<file path="config.mk">
export PLATFORM = sky130hd
export DESIGN_NAME = sce_ctrl
export DESIGN_NICKNAME = d
export VERILOG_FILES = /design/src/sce_pkg.sv /design/src/sce_ctrl.sv
export SDC_FILE = /design/constraint.sdc
export NUM_CORES = 1
export LEC_CHECK = 0
export BUFFER_PORTS_ARGS = -buffer_cell sky130_fd_sc_hd__buf_2
export CAP_MARGIN = 30
export CORE_ASPECT_RATIO = 1.25
export CORE_MARGIN = 4
export CORE_UTILIZATION = 45
export DETAILED_ROUTE_END_ITERATION = 12
export GPL_ROUTABILITY_DRIVEN = 0
export GPL_TIMING_DRIVEN = 0
export PLACE_DENSITY = 0.78
export SLEW_MARGIN = 0
export SYNTH_ARGS = -nofsm -noshare
export SYNTH_HDL_FRONTEND = slang
export SYNTH_SLANG_ARGS = --single-unit
</file>
<file path="constraint.sdc">
create_clock -name pclk -period 2.57 [get_ports pclk]
set_input_delay 0.1285 -clock pclk [delete_from_list [all_inputs] [get_ports pclk]]
set_output_delay 0.1285 -clock pclk [all_outputs]
set_load 0.005 [all_outputs]
</file>
<file path="src/sce_pkg.sv">
// package for the serial control and enable slice
package sce_pkg;
    // ************************************************************
    // register map (byte addresses)
    // ************************************************************
    localparam logic [7:0] ADDR_FORMAT = 8'h00;
    localparam logic [7:0] ADDR_CTRL = 8'h04;
    localparam logic [7:0] ADDR_STATUS = 8'h08;
    localparam logic [7:0] ADDR_TX_HOLD = 8'h0C;
    localparam logic [7:0] ADDR_RX_HOLD = 8'h10;
    localparam logic [7:0] ADDR_IRQ_STAT = 8'h14;
    localparam logic [7:0] ADDR_IRQ_MASK = 8'h18;
    localparam logic [7:0] ADDR_MODE = 8'h1C;
    // ************************************************************
    // field positions
    // ************************************************************
    localparam int CTRL_TX_IRQ_EN = 7;
    localparam int CTRL_RX_IRQ_EN = 6;
    localparam int CTRL_TX_ON = 5;
    localparam int CTRL_RX_ON = 4;
    localparam int CTRL_ADDR_WAKE = 3;
    localparam int FMT_PAR_EN = 5;
    localparam int FMT_PAR_ODD = 4;
    localparam int FMT_ADDR_MODE = 2;
    localparam int ST_TX_FREE = 7;
    localparam int ST_RX_FULL = 6;
    localparam int ST_OVERRUN = 5;
    localparam int ST_FRAMING = 4;
    localparam int ST_PARITY = 3;
    localparam int ST_ADDR_FLAG = 1;
    localparam int MODE_CARD = 0;
    localparam int MODE_ASYNC = 1;
    // ************************************************************
    // reset values and timing
    // ************************************************************
    localparam logic [7:0] FORMAT_RESET = 8'h00;
    localparam logic [7:0] CTRL_RESET = 8'h00;
    localparam logic [7:0] STATUS_RESET = 8'h80;
    localparam logic [2:0] IRQ_MASK_RESET = 3'h7;
    localparam logic [1:0] MODE_RESET = 2'h2;
    localparam int PCLK_MHZ = 100;
    localparam logic [7:0] DIV_BY_8 = 8'h07;
    localparam logic [7:0] DIV_BY_32 = 8'h1F;
    localparam logic [7:0] DIV_BY_128 = 8'h7F;
    // received frame as handed over by the receive engine
    typedef struct packed {
        logic [7:0] data;
        logic addr_flag_bit;
        logic framing_bad;
        logic parity_bad;
    } sce_frame_type;
endpackage

</file>
<file path="src/sce_ctrl.sv">
// serial control and enable slice: format, control, status and interrupt logic
//
// Local design decisions: the placing of the registers and the APB slave port.
`timescale 1ns/1ps
module sce_ctrl
    import sce_pkg::*;
(
    input wire logic pclk, // peripheral clock
    input wire logic presetn, // async reset, active low
    input wire logic psel, // apb select
    input wire logic penable, // apb enable
    input wire logic pwrite, // apb direction
    input wire logic [7:0] paddr, // apb byte address
    input wire logic [31:0] pwdata, // apb write data
    output logic [31:0] prdata, // apb read data
    output logic pready, // apb ready
    output logic pslverr, // apb error on unmapped address
    input wire logic rx_start_pin, // start bit or serial clock seen on the line
    input wire logic frame_done, // receive engine finished a frame
    input wire sce_frame_type frame_in, // frame contents with that pulse
    input wire logic tx_taken, // transmit engine loaded tx_holding
    output logic tx_go, // transmit request to the engine
    output logic [7:0] tx_data, // byte for the engine
    output logic rx_run, // reception running
    output logic baud_tick, // prescaled baud generator clock enable
    output logic par_en_eff, // parity in use after mode override
    output logic par_odd_eff, // odd parity selected
    output logic tx_irq, // transmit request
    output logic rx_irq, // receive request
    output logic rx_err_irq, // receive error request
    output logic irq // combined level interrupt
);
    // ************************************************************
    // state
    // ************************************************************
    logic [7:0] fmt, next_fmt;
    logic [7:0] ctrl, next_ctrl;
    logic [7:0] stat, next_stat;
    logic [7:0] tx_hold, next_tx_hold;
    logic [7:0] rx_hold, next_rx_hold;
    logic [2:0] ev, next_ev;
    logic [2:0] mask, next_mask;
    logic [1:0] mode, next_mode;
    logic [7:0] stat_seen, next_stat_seen;
    logic [7:0] div_cnt, next_div_cnt;
    logic [31:0] next_prdata;
    logic next_pready, next_pslverr;
    logic next_tx_go, next_rx_run, next_baud_tick;
    logic next_tx_irq, next_rx_irq, next_rx_err_irq, next_irq;
    logic [1:0] start_sync;
    logic start_seen;

    // prescaler terminal count; card mode only, plain pclk otherwise
    function automatic logic [7:0] div_limit(input logic [1:0] sel, input logic card);
        if (!card) begin
            return 8'h00;
        end
        unique case (sel)
            2'b00: return 8'h00;
            2'b01: return DIV_BY_8;
            2'b10: return DIV_BY_32;
            2'b11: return DIV_BY_128;
        endcase
    endfunction

    function automatic logic is_addr(input logic [7:0] a, input logic [7:0] r);
        return a == r;
    endfunction

    // ************************************************************
    // next state
    // ************************************************************
    always_comb begin
        logic acc;
        logic wr;
        logic rd;
        logic mapped;
        logic mp_mode;
        logic skip;
        logic [7:0] wd;
        acc = psel && penable && pready;
        wr = acc && pwrite;
        rd = acc && !pwrite;
        wd = pwdata[7:0];
        mapped = paddr[1:0] == 2'b00 && paddr <= ADDR_MODE;
        mp_mode = fmt[FMT_ADDR_MODE] && mode[MODE_ASYNC];
        skip = mp_mode && ctrl[CTRL_ADDR_WAKE] && !frame_in.addr_flag_bit;
        next_fmt = fmt;
        next_ctrl = ctrl;
        next_stat = stat;
        next_tx_hold = tx_hold;
        next_rx_hold = rx_hold;
        next_ev = ev;
        next_mask = mask;
        next_mode = mode;
        next_stat_seen = stat_seen;
        next_prdata = 32'h0000_0000;
        next_pready = psel && !penable;
        next_pslverr = 1'b0;
        next_tx_go = tx_go;
        next_rx_run = ctrl[CTRL_RX_ON] && (rx_run || start_seen);
        if (psel && !penable) begin
            next_pslverr = !mapped;
            unique case (1'b1)
                is_addr(paddr, ADDR_FORMAT): next_prdata[7:0] = fmt;
                is_addr(paddr, ADDR_CTRL): next_prdata[7:0] = ctrl;
                is_addr(paddr, ADDR_STATUS): next_prdata[7:0] = stat;
                is_addr(paddr, ADDR_TX_HOLD): next_prdata[7:0] = tx_hold;
                is_addr(paddr, ADDR_RX_HOLD): next_prdata[7:0] = rx_hold;
                is_addr(paddr, ADDR_IRQ_STAT): next_prdata[2:0] = ev;
                is_addr(paddr, ADDR_IRQ_MASK): next_prdata[2:0] = mask;
                is_addr(paddr, ADDR_MODE): next_prdata[1:0] = mode;
                default: next_prdata = 32'h0000_0000;
            endcase
        end
        // reads and software writes first, hardware sets after so they win
        // remember only what software was shown; a flag set after the setup cycle stays armed
        if (rd && is_addr(paddr, ADDR_STATUS)) begin
            next_stat_seen = prdata[7:0];
        end
        // clear only the events that the read returned, so a late event is not lost
        if (rd && is_addr(paddr, ADDR_IRQ_STAT)) begin
            next_ev = ev & ~prdata[2:0];
        end
        if (wr) begin
            if (is_addr(paddr, ADDR_FORMAT)) next_fmt = wd;
            if (is_addr(paddr, ADDR_CTRL)) next_ctrl = wd;
            if (is_addr(paddr, ADDR_TX_HOLD)) next_tx_hold = wd;
            if (is_addr(paddr, ADDR_IRQ_MASK)) next_mask = wd[2:0];
            if (is_addr(paddr, ADDR_MODE)) next_mode = wd[1:0];
            if (is_addr(paddr, ADDR_STATUS)) begin
                // a flag clears only when written 0 after it was read as 1
                for (int b = 1; b < 8; b++) begin
                    if (!wd[b] && stat_seen[b]) begin
                        next_stat[b] = 1'b0;
                    end
                end
                next_stat_seen = 8'h00;
            end
        end
        if (!ctrl[CTRL_RX_ON]) begin
            next_rx_run = 1'b0;
        end
        // receive flags only change on a frame, never on rx_on
        if (frame_done && rx_run && !skip) begin
            if (stat[ST_RX_FULL]) begin
                next_stat[ST_OVERRUN] = 1'b1;
            end else begin
                next_rx_hold = frame_in.data;
                next_stat[ST_RX_FULL] = 1'b1;
                // error flags are sticky: only software clears them
                next_stat[ST_FRAMING] = next_stat[ST_FRAMING] | frame_in.framing_bad;
                next_stat[ST_PARITY] = next_stat[ST_PARITY]
                    | (frame_in.parity_bad && !mp_mode);
            end
            next_ev[1] = 1'b1;
            if (mp_mode && frame_in.addr_flag_bit) begin
                next_stat[ST_ADDR_FLAG] = 1'b1;
                next_ctrl[CTRL_ADDR_WAKE] = 1'b0;
            end
            if (frame_in.framing_bad || (frame_in.parity_bad && !mp_mode) || stat[ST_RX_FULL]) begin
                next_ev[2] = 1'b1;
            end
        end
        if (tx_taken && tx_go) begin
            next_tx_go = 1'b0;
            next_stat[ST_TX_FREE] = 1'b1;
            next_ev[0] = 1'b1;
        end
        if (ctrl[CTRL_TX_ON] && !stat[ST_TX_FREE] && !tx_go) begin
            next_tx_go = 1'b1;
        end
        if (!ctrl[CTRL_TX_ON]) begin
            next_tx_go = 1'b0;
            next_stat[ST_TX_FREE] = 1'b1;
        end
        next_stat[0] = 1'b0;
        next_stat[2] = 1'b0;
        next_tx_irq = ctrl[CTRL_TX_IRQ_EN] && stat[ST_TX_FREE];
        next_rx_irq = ctrl[CTRL_RX_IRQ_EN] && stat[ST_RX_FULL];
        next_rx_err_irq = ctrl[CTRL_RX_IRQ_EN]
            && (stat[ST_OVERRUN] || stat[ST_FRAMING] || stat[ST_PARITY]);
        next_irq = |(ev & mask);
        next_baud_tick = 1'b0;
        next_div_cnt = div_cnt + 8'h01;
        if (div_cnt >= div_limit(fmt[1:0], mode[MODE_CARD])) begin
            next_div_cnt = 8'h00;
            next_baud_tick = 1'b1;
        end
    end

    // ************************************************************
    // registers
    // ************************************************************
    always_ff @(posedge pclk or negedge presetn) begin
        if (!presetn) begin
            start_sync <= 2'b00;
            start_seen <= 1'b0;
        end else begin
            start_sync <= {start_sync[0], rx_start_pin};
            start_seen <= start_sync[1];
        end
    end

    always_ff @(posedge pclk or negedge presetn) begin
        if (!presetn) begin
            fmt <= FORMAT_RESET;
            ctrl <= CTRL_RESET;
            stat <= STATUS_RESET;
            tx_hold <= 8'h00;
            rx_hold <= 8'h00;
            ev <= 3'h0;
            mask <= IRQ_MASK_RESET;
            mode <= MODE_RESET;
            stat_seen <= 8'h00;
            div_cnt <= 8'h00;
            prdata <= 32'h0000_0000;
            pready <= 1'b0;
            pslverr <= 1'b0;
            tx_go <= 1'b0;
            tx_data <= 8'h00;
            rx_run <= 1'b0;
            baud_tick <= 1'b0;
            par_en_eff <= 1'b0;
            par_odd_eff <= 1'b0;
            tx_irq <= 1'b0;
            rx_irq <= 1'b0;
            rx_err_irq <= 1'b0;
            irq <= 1'b0;
        end else begin
            fmt <= next_fmt;
            ctrl <= next_ctrl;
            stat <= next_stat;
            tx_hold <= next_tx_hold;
            rx_hold <= next_rx_hold;
            ev <= next_ev;
            mask <= next_mask;
            mode <= next_mode;
            stat_seen <= next_stat_seen;
            div_cnt <= next_div_cnt;
            prdata <= next_prdata;
            pready <= next_pready;
            pslverr <= next_pslverr;
            tx_go <= next_tx_go;
            tx_data <= next_tx_hold;
            rx_run <= next_rx_run;
            baud_tick <= next_baud_tick;
            par_en_eff <= next_fmt[FMT_PAR_EN] && !next_fmt[FMT_ADDR_MODE];
            par_odd_eff <= next_fmt[FMT_PAR_ODD] && !next_fmt[FMT_ADDR_MODE];
            tx_irq <= next_tx_irq;
            rx_irq <= next_rx_irq;
            rx_err_irq <= next_rx_err_irq;
            irq <= next_irq;
        end
    end
endmodule // sce_ctrl

</file>
Word-level counts from Yosys, hierarchy flattened

Index checks and enable logic that the tools add are counted.

Output and inout port bits: 51
Logic and storage cells: 157
Bits of input ports: 59
Register bits after elaboration: 84

Mux-type cells: 42
Bitwise gates (word level): 6
Equality and inequality tests: 14
$add $sub $neg: 1
Reduce and logical (&&, ||, !) cells: 63
Order comparisons: 2

Operator list:

| cell                  | count |
|---|---|
| $mux W8               | 6 |
| $eq A8 B5 Y1 const B  | 4 |
| $pmux W8 S4           | 1 |
| $logic_and A1 B1 Y1   | 30 |
| $pmux W5 S5           | 1 |
| $mux W1               | 22 |
| $eq A8 B4 Y1 const B  | 2 |
| $pmux W2 S8           | 1 |
| $logic_not A1 Y1      | 15 |
| $mux W7               | 2 |
| $mux W4               | 3 |
| $mux W6               | 2 |
| $ne A3 B1 Y1 const B  | 4 |
| $reduce_and A2 Y1     | 6 |
| $add A8 B1 Y8 const B | 1 |
| $eq A8 B3 Y1 const B  | 1 |
| $ge A8 B8 Y1          | 1 |
| $le A8 B5 Y1 const B  | 1 |
| $logic_not A8 Y1      | 1 |
| $and A3 B3 Y3         | 2 |
| $pmux W1 S6           | 1 |
| $logic_or A1 B1 Y1    | 5 |
| $eq A2 B2 Y1 const B  | 2 |
| $logic_not A2 Y1      | 2 |
| 9 further kinds       | 12 |

Logic depth before layout (Yosys ltp)

Depth after elaboration: 8
Gate-level depth with buffers: 8
Depth with buffers taken out: 7

Least setup slack after synthesis

Ideal clock, no wire load.

Kind: flip-flop to flip-flop
From: register pready
To: register fmt[0]
Path slack: 0.487 ns
Stages on the path, launching flop included: 6
Data required time: 2.445 ns
Buffers on the path: 1
Arrival: 1.958 ns
Clock period less this slack: 2.083 ns
Setup time: 0.125 ns
Cells stage by stage: dfrtp_1 > or4b_4 > or2_4 > or4_4 > buf_6 > mux2_4

Cells in the longest elaborated chain, start to end: 3

Ends and longest elaborated chain:

| item                        | line            | RTL |
|---|---|---|
| start, declared             | sce_ctrl.sv:16  | `output logic pready,` |
| start signal, assigned      | sce_ctrl.sv:242 | `pready <= next_pready;` |
| $logic_and A1 B1 Y1         | sce_ctrl.sv:81  | `acc = psel && penable && pready;` |
| $logic_and A1 B1 Y1         | sce_ctrl.sv:82  | `wr = acc && pwrite;` |
| $reduce_and A2 Y1 (no line) | --              |  |
| end signal, assigned        | sce_ctrl.sv:231 | `fmt <= next_fmt;` |
| end, declared               | sce_ctrl.sv:36  | `logic [7:0] fmt, next_fmt;` |

No other way between the ends.
A chain may end at the register's enable or synchronous reset.

Worst setup path after layout

From: register pready
To: register tx_hold[7]

Cells in the longest elaborated chain, start to end: 3

Ends and longest elaborated chain:

| item                        | line            | RTL |
|---|---|---|
| $logic_and A1 B1 Y1         | sce_ctrl.sv:81  |  |
| $logic_and A1 B1 Y1         | sce_ctrl.sv:82  |  |
| $reduce_and A2 Y1 (no line) | --              |  |
| end signal, assigned        | sce_ctrl.sv:234 | `tx_hold <= next_tx_hold;` |
| end, declared               | sce_ctrl.sv:39  | `logic [7:0] tx_hold, next_tx_hold;` |

No other way between the ends.

==> results.py <==
metrics = {
    "global_routing": {
        "grt_pass1_wl_um": 15800,
        "grt_max_degree": 68,
        "grt_pass1_vias": 3070,
        "grt_overflow": 0,
        "antenna_found_initial": 0,
        "grt_usage_pct": 19.4,
    },
    "sta": {
        "clock_skew_ps": 12.4,
        "setup_ws_ps": 83.7,
        "setup_tns_ps": 0,
        "rsz0062_at_grt": "false",
        "period_share_pct": 96.7,
        "max_freq_mhz": 402,
        "min_period_ps": 2490,
        "finalSetupViolations": 0,
        "tightest_slew_ps": 1010,
        "hold_ws_ps": 6.70,
        "hold_violations": 0,
        "maxSlewViolCount": 0,
        "slew_headroom_pct": 32.1,
    },
    "critical_path": {
        "setup.worst_path.end_class": "flip-flop",
        "rr_endpoint": "tx_hold[7]",
        "crit_chain": "or4b_4 > or2_4 > nor3_2 > mux2_2",
        "required_ps": 2820,
        "start_kind": "flip-flop",
        "crit_slowest_cell": "nor3_2",
        "crit_arrival_ps": 2730,
        "crit_type": "reg2reg",
        "r2r_slack_ps": 80,
        "r2r-start": "pready",
        "slowest_delay_ps": 830,
        "r2r.worst_path.cells": 4,
        "crit_path_max_fanout": 8,
    },
    "die": {
        "die_w_um": 92.6,
        "start_util_pct": 46.3,
        "rows": 38,
        "ios": 110,
        "die_y_um": 114,
        "die_area_um2": 10500,
        "core-area_um2": 8700,
    },
    "flow_run": {
        "cap_viol_max_count": 0,
    },
    "route": {
        "dr.pass1.iters": 5,
        "wl_per_cell_um": 17.1,
        "drtIter0Drc": 261,
        "wirelength_um": 9710,
        "ant_nets": 0,
        "routed_via_density": 5.14,
        "num_vias": 2917,
        "drcViolationCount": 0,
    },
    "placed_design": {
        "pre_cts_ws_ps": 100,
        "io_buffers": 58,
        "place_area_um2": 4590,
        "place_hpwl_um": 6950,
    },
    "clock_tree": {
        "cts_buffers": 9,
        "cts_resized": 0,
        "path_clk_slew_ps": 70,
        "postCtsSetupRepairBufs": 0,
        "cts_tree": "yes",
        "cts_hold_buffers": 8,
        "cts-root-buf": "clkbuf_8",
        "cts_sinks": 82,
        "cts.htree.levels": 3,
        "worst_skew_pair.late_latency_ps": 370,
        "clockBufferDepth": 2,
    },
    "finish": {
        "areaGrowthSynthToFinish_pct": 21.0,
        "antenna_cells": 0,
        "final_nets": 510,
        "design_area_um2": 4880,
        "layout-drive-gt1-share_pct": 35.7,
    },
    "synth": {
        "synth_cell_types": 48,
        "yosysWarnings": 0,
        "synth_area_leader_cell": "dfrtp_1",
        "synth_fa_ha_area_share_pct": 2.48,
        "synth.most_common_cell": "dfrtp_1",
        "synth_common_cells": "dfrtp_1, mux2_2, buf_4, nand2_1, o21ai_0",
        "synth_edf_count": 0,
        "synth_simple_gate_area_share_pct": 12.6,
        "async_flop_share_pct": 100,
        "synthMuxAreaShare_pct": 17.1,
        "avgSynthCellArea_um2": 11.8,
        "synthesis.area_um2": 4030,
        "synth_ff_type": "dfrtp_1",
        "yosysTopAreaCellShare_pct": 47.8,
        "synth_top_family_by_area": "multiplexers",
        "synthCells": 341,
        "synth-seq-cells": 82,
        "synth-seq-area-share_pct": 51.1,
        "synth_compound_area_share_pct": 8.72,
        "synth_xor_area_share_pct": 1.09,
        "synthTopCellsByArea": "dfrtp_1, mux2_2, buf_4",
    },
    "power": {
        "powerDensity_nw_per_um2": 505,
        "leakagePower_nw": 2.44,
        "ir_drop_v": 0.000450,
        "fin_total_pwr_w": 0.00246,
    },
    "status": {
        "status": "complete, no violations",
    },
    "min_path": {
        "hold_path_class": "in2reg",
        "hold_depth": 2,
        "min_from": "frame_in[7]",
        "min_to": "rx_hold[4]",
    },
}
## how the worst max path moves through the flow
stage / from / endpoint / cells after the start
finish: pready / tx_hold[7] / 4
global route: pready / tx_hold[0] / 4
CTS: pready / tx_hold[5] / 4
detailed placement: pready / tx_hold[5] / 4
global placement: pready / tx_hold[6] / 4
floorplan: pready / fmt[0] / 5
## area by class of cell
class	instances	area, um^2
Sequential cell	82	2060
Fill cell	713	3820
Clock inverter	4	48.8
Tap cell	120	150
Inverter	8	30.0
Timing Repair Buffer	68	408
Clock buffer	12	155
Multi-Input combinational cell	237	1780
Buffer	37	244
## through the flow
step                std cells  utilization (%)
floorplan                 364                -
global placement          542             52.4
detailed placement        544             52.8
CTS                       568             56.1
global route              568             56.1
finish                    568             56.1
## layout by cell type, fill, tap and decap left out, types with 7 or more instances in the layout
cell type | netlist | layout
dlygate4sd3_1 | 0 | 8
ha_1 | 8 | 8
nand3_1 | 9 | 9
inv_1 | 8 | 8
a211oi_1 | 7 | 7
buf_4 | 26 | 28
nand2_1 | 22 | 22
conb_1 | 1 | 24
a21oi_1 | 10 | 10
clkbuf_1 | 8 | 9
nand2b_1 | 17 | 17
mux2_2 | 34 | 34
o21ai_0 | 22 | 22
buf_2 | 0 | 57
mux2_4 | 8 | 8
dfrtp_1 | 77 | 77
mux2i_1 | 12 | 12
clkbuf_8 | 0 | 11
nor2_1 | 9 | 9
## report_power, final
group          internal [W]  switching, W  total [W]  leakage, nW
sequential          0.00130    0.00000593    0.00131         1.11
combinational     0.0000827     0.0000958   0.000178         1.23
clock              0.000503      0.000476   0.000979        0.107
## worst max-delay path: cells and delay by family (launching register included)
family        cells  cell delay [ps]
simple gates      3             1620
mux               1              410
flops             1              340
## registers in the layout, summed over array words and instances, names as in the netlist, 3 cells and up
register   flops
ctrl           8
div_cnt        8
ev             3
fmt            8
mask           3
prdata         8
rx_hold        8
stat           6
stat_seen      6
tx_hold        8
## metal layers
layer / vias to the layer above / part of all wire, % / track usage, %
li1: 1374 / - / -
met1: 1425 / 41 / 24.2
met2: 99 / 52 / 33.2
met3: 19 / 5.7 / 3.63
met4: 0 / 1.9 / 8.21
met5: - / 0 / 0
## cell families after synthesis
family / Yosys count
xor gates and xnor gates: 5
muxes: 57
buffers and inverters: 45
and+or+nand+nor: 87
adders and majority gates: 8
AOI/OAI and AO/OA: 56
other: 1
DFF: 82
Power figures use the tool's default switching activity.
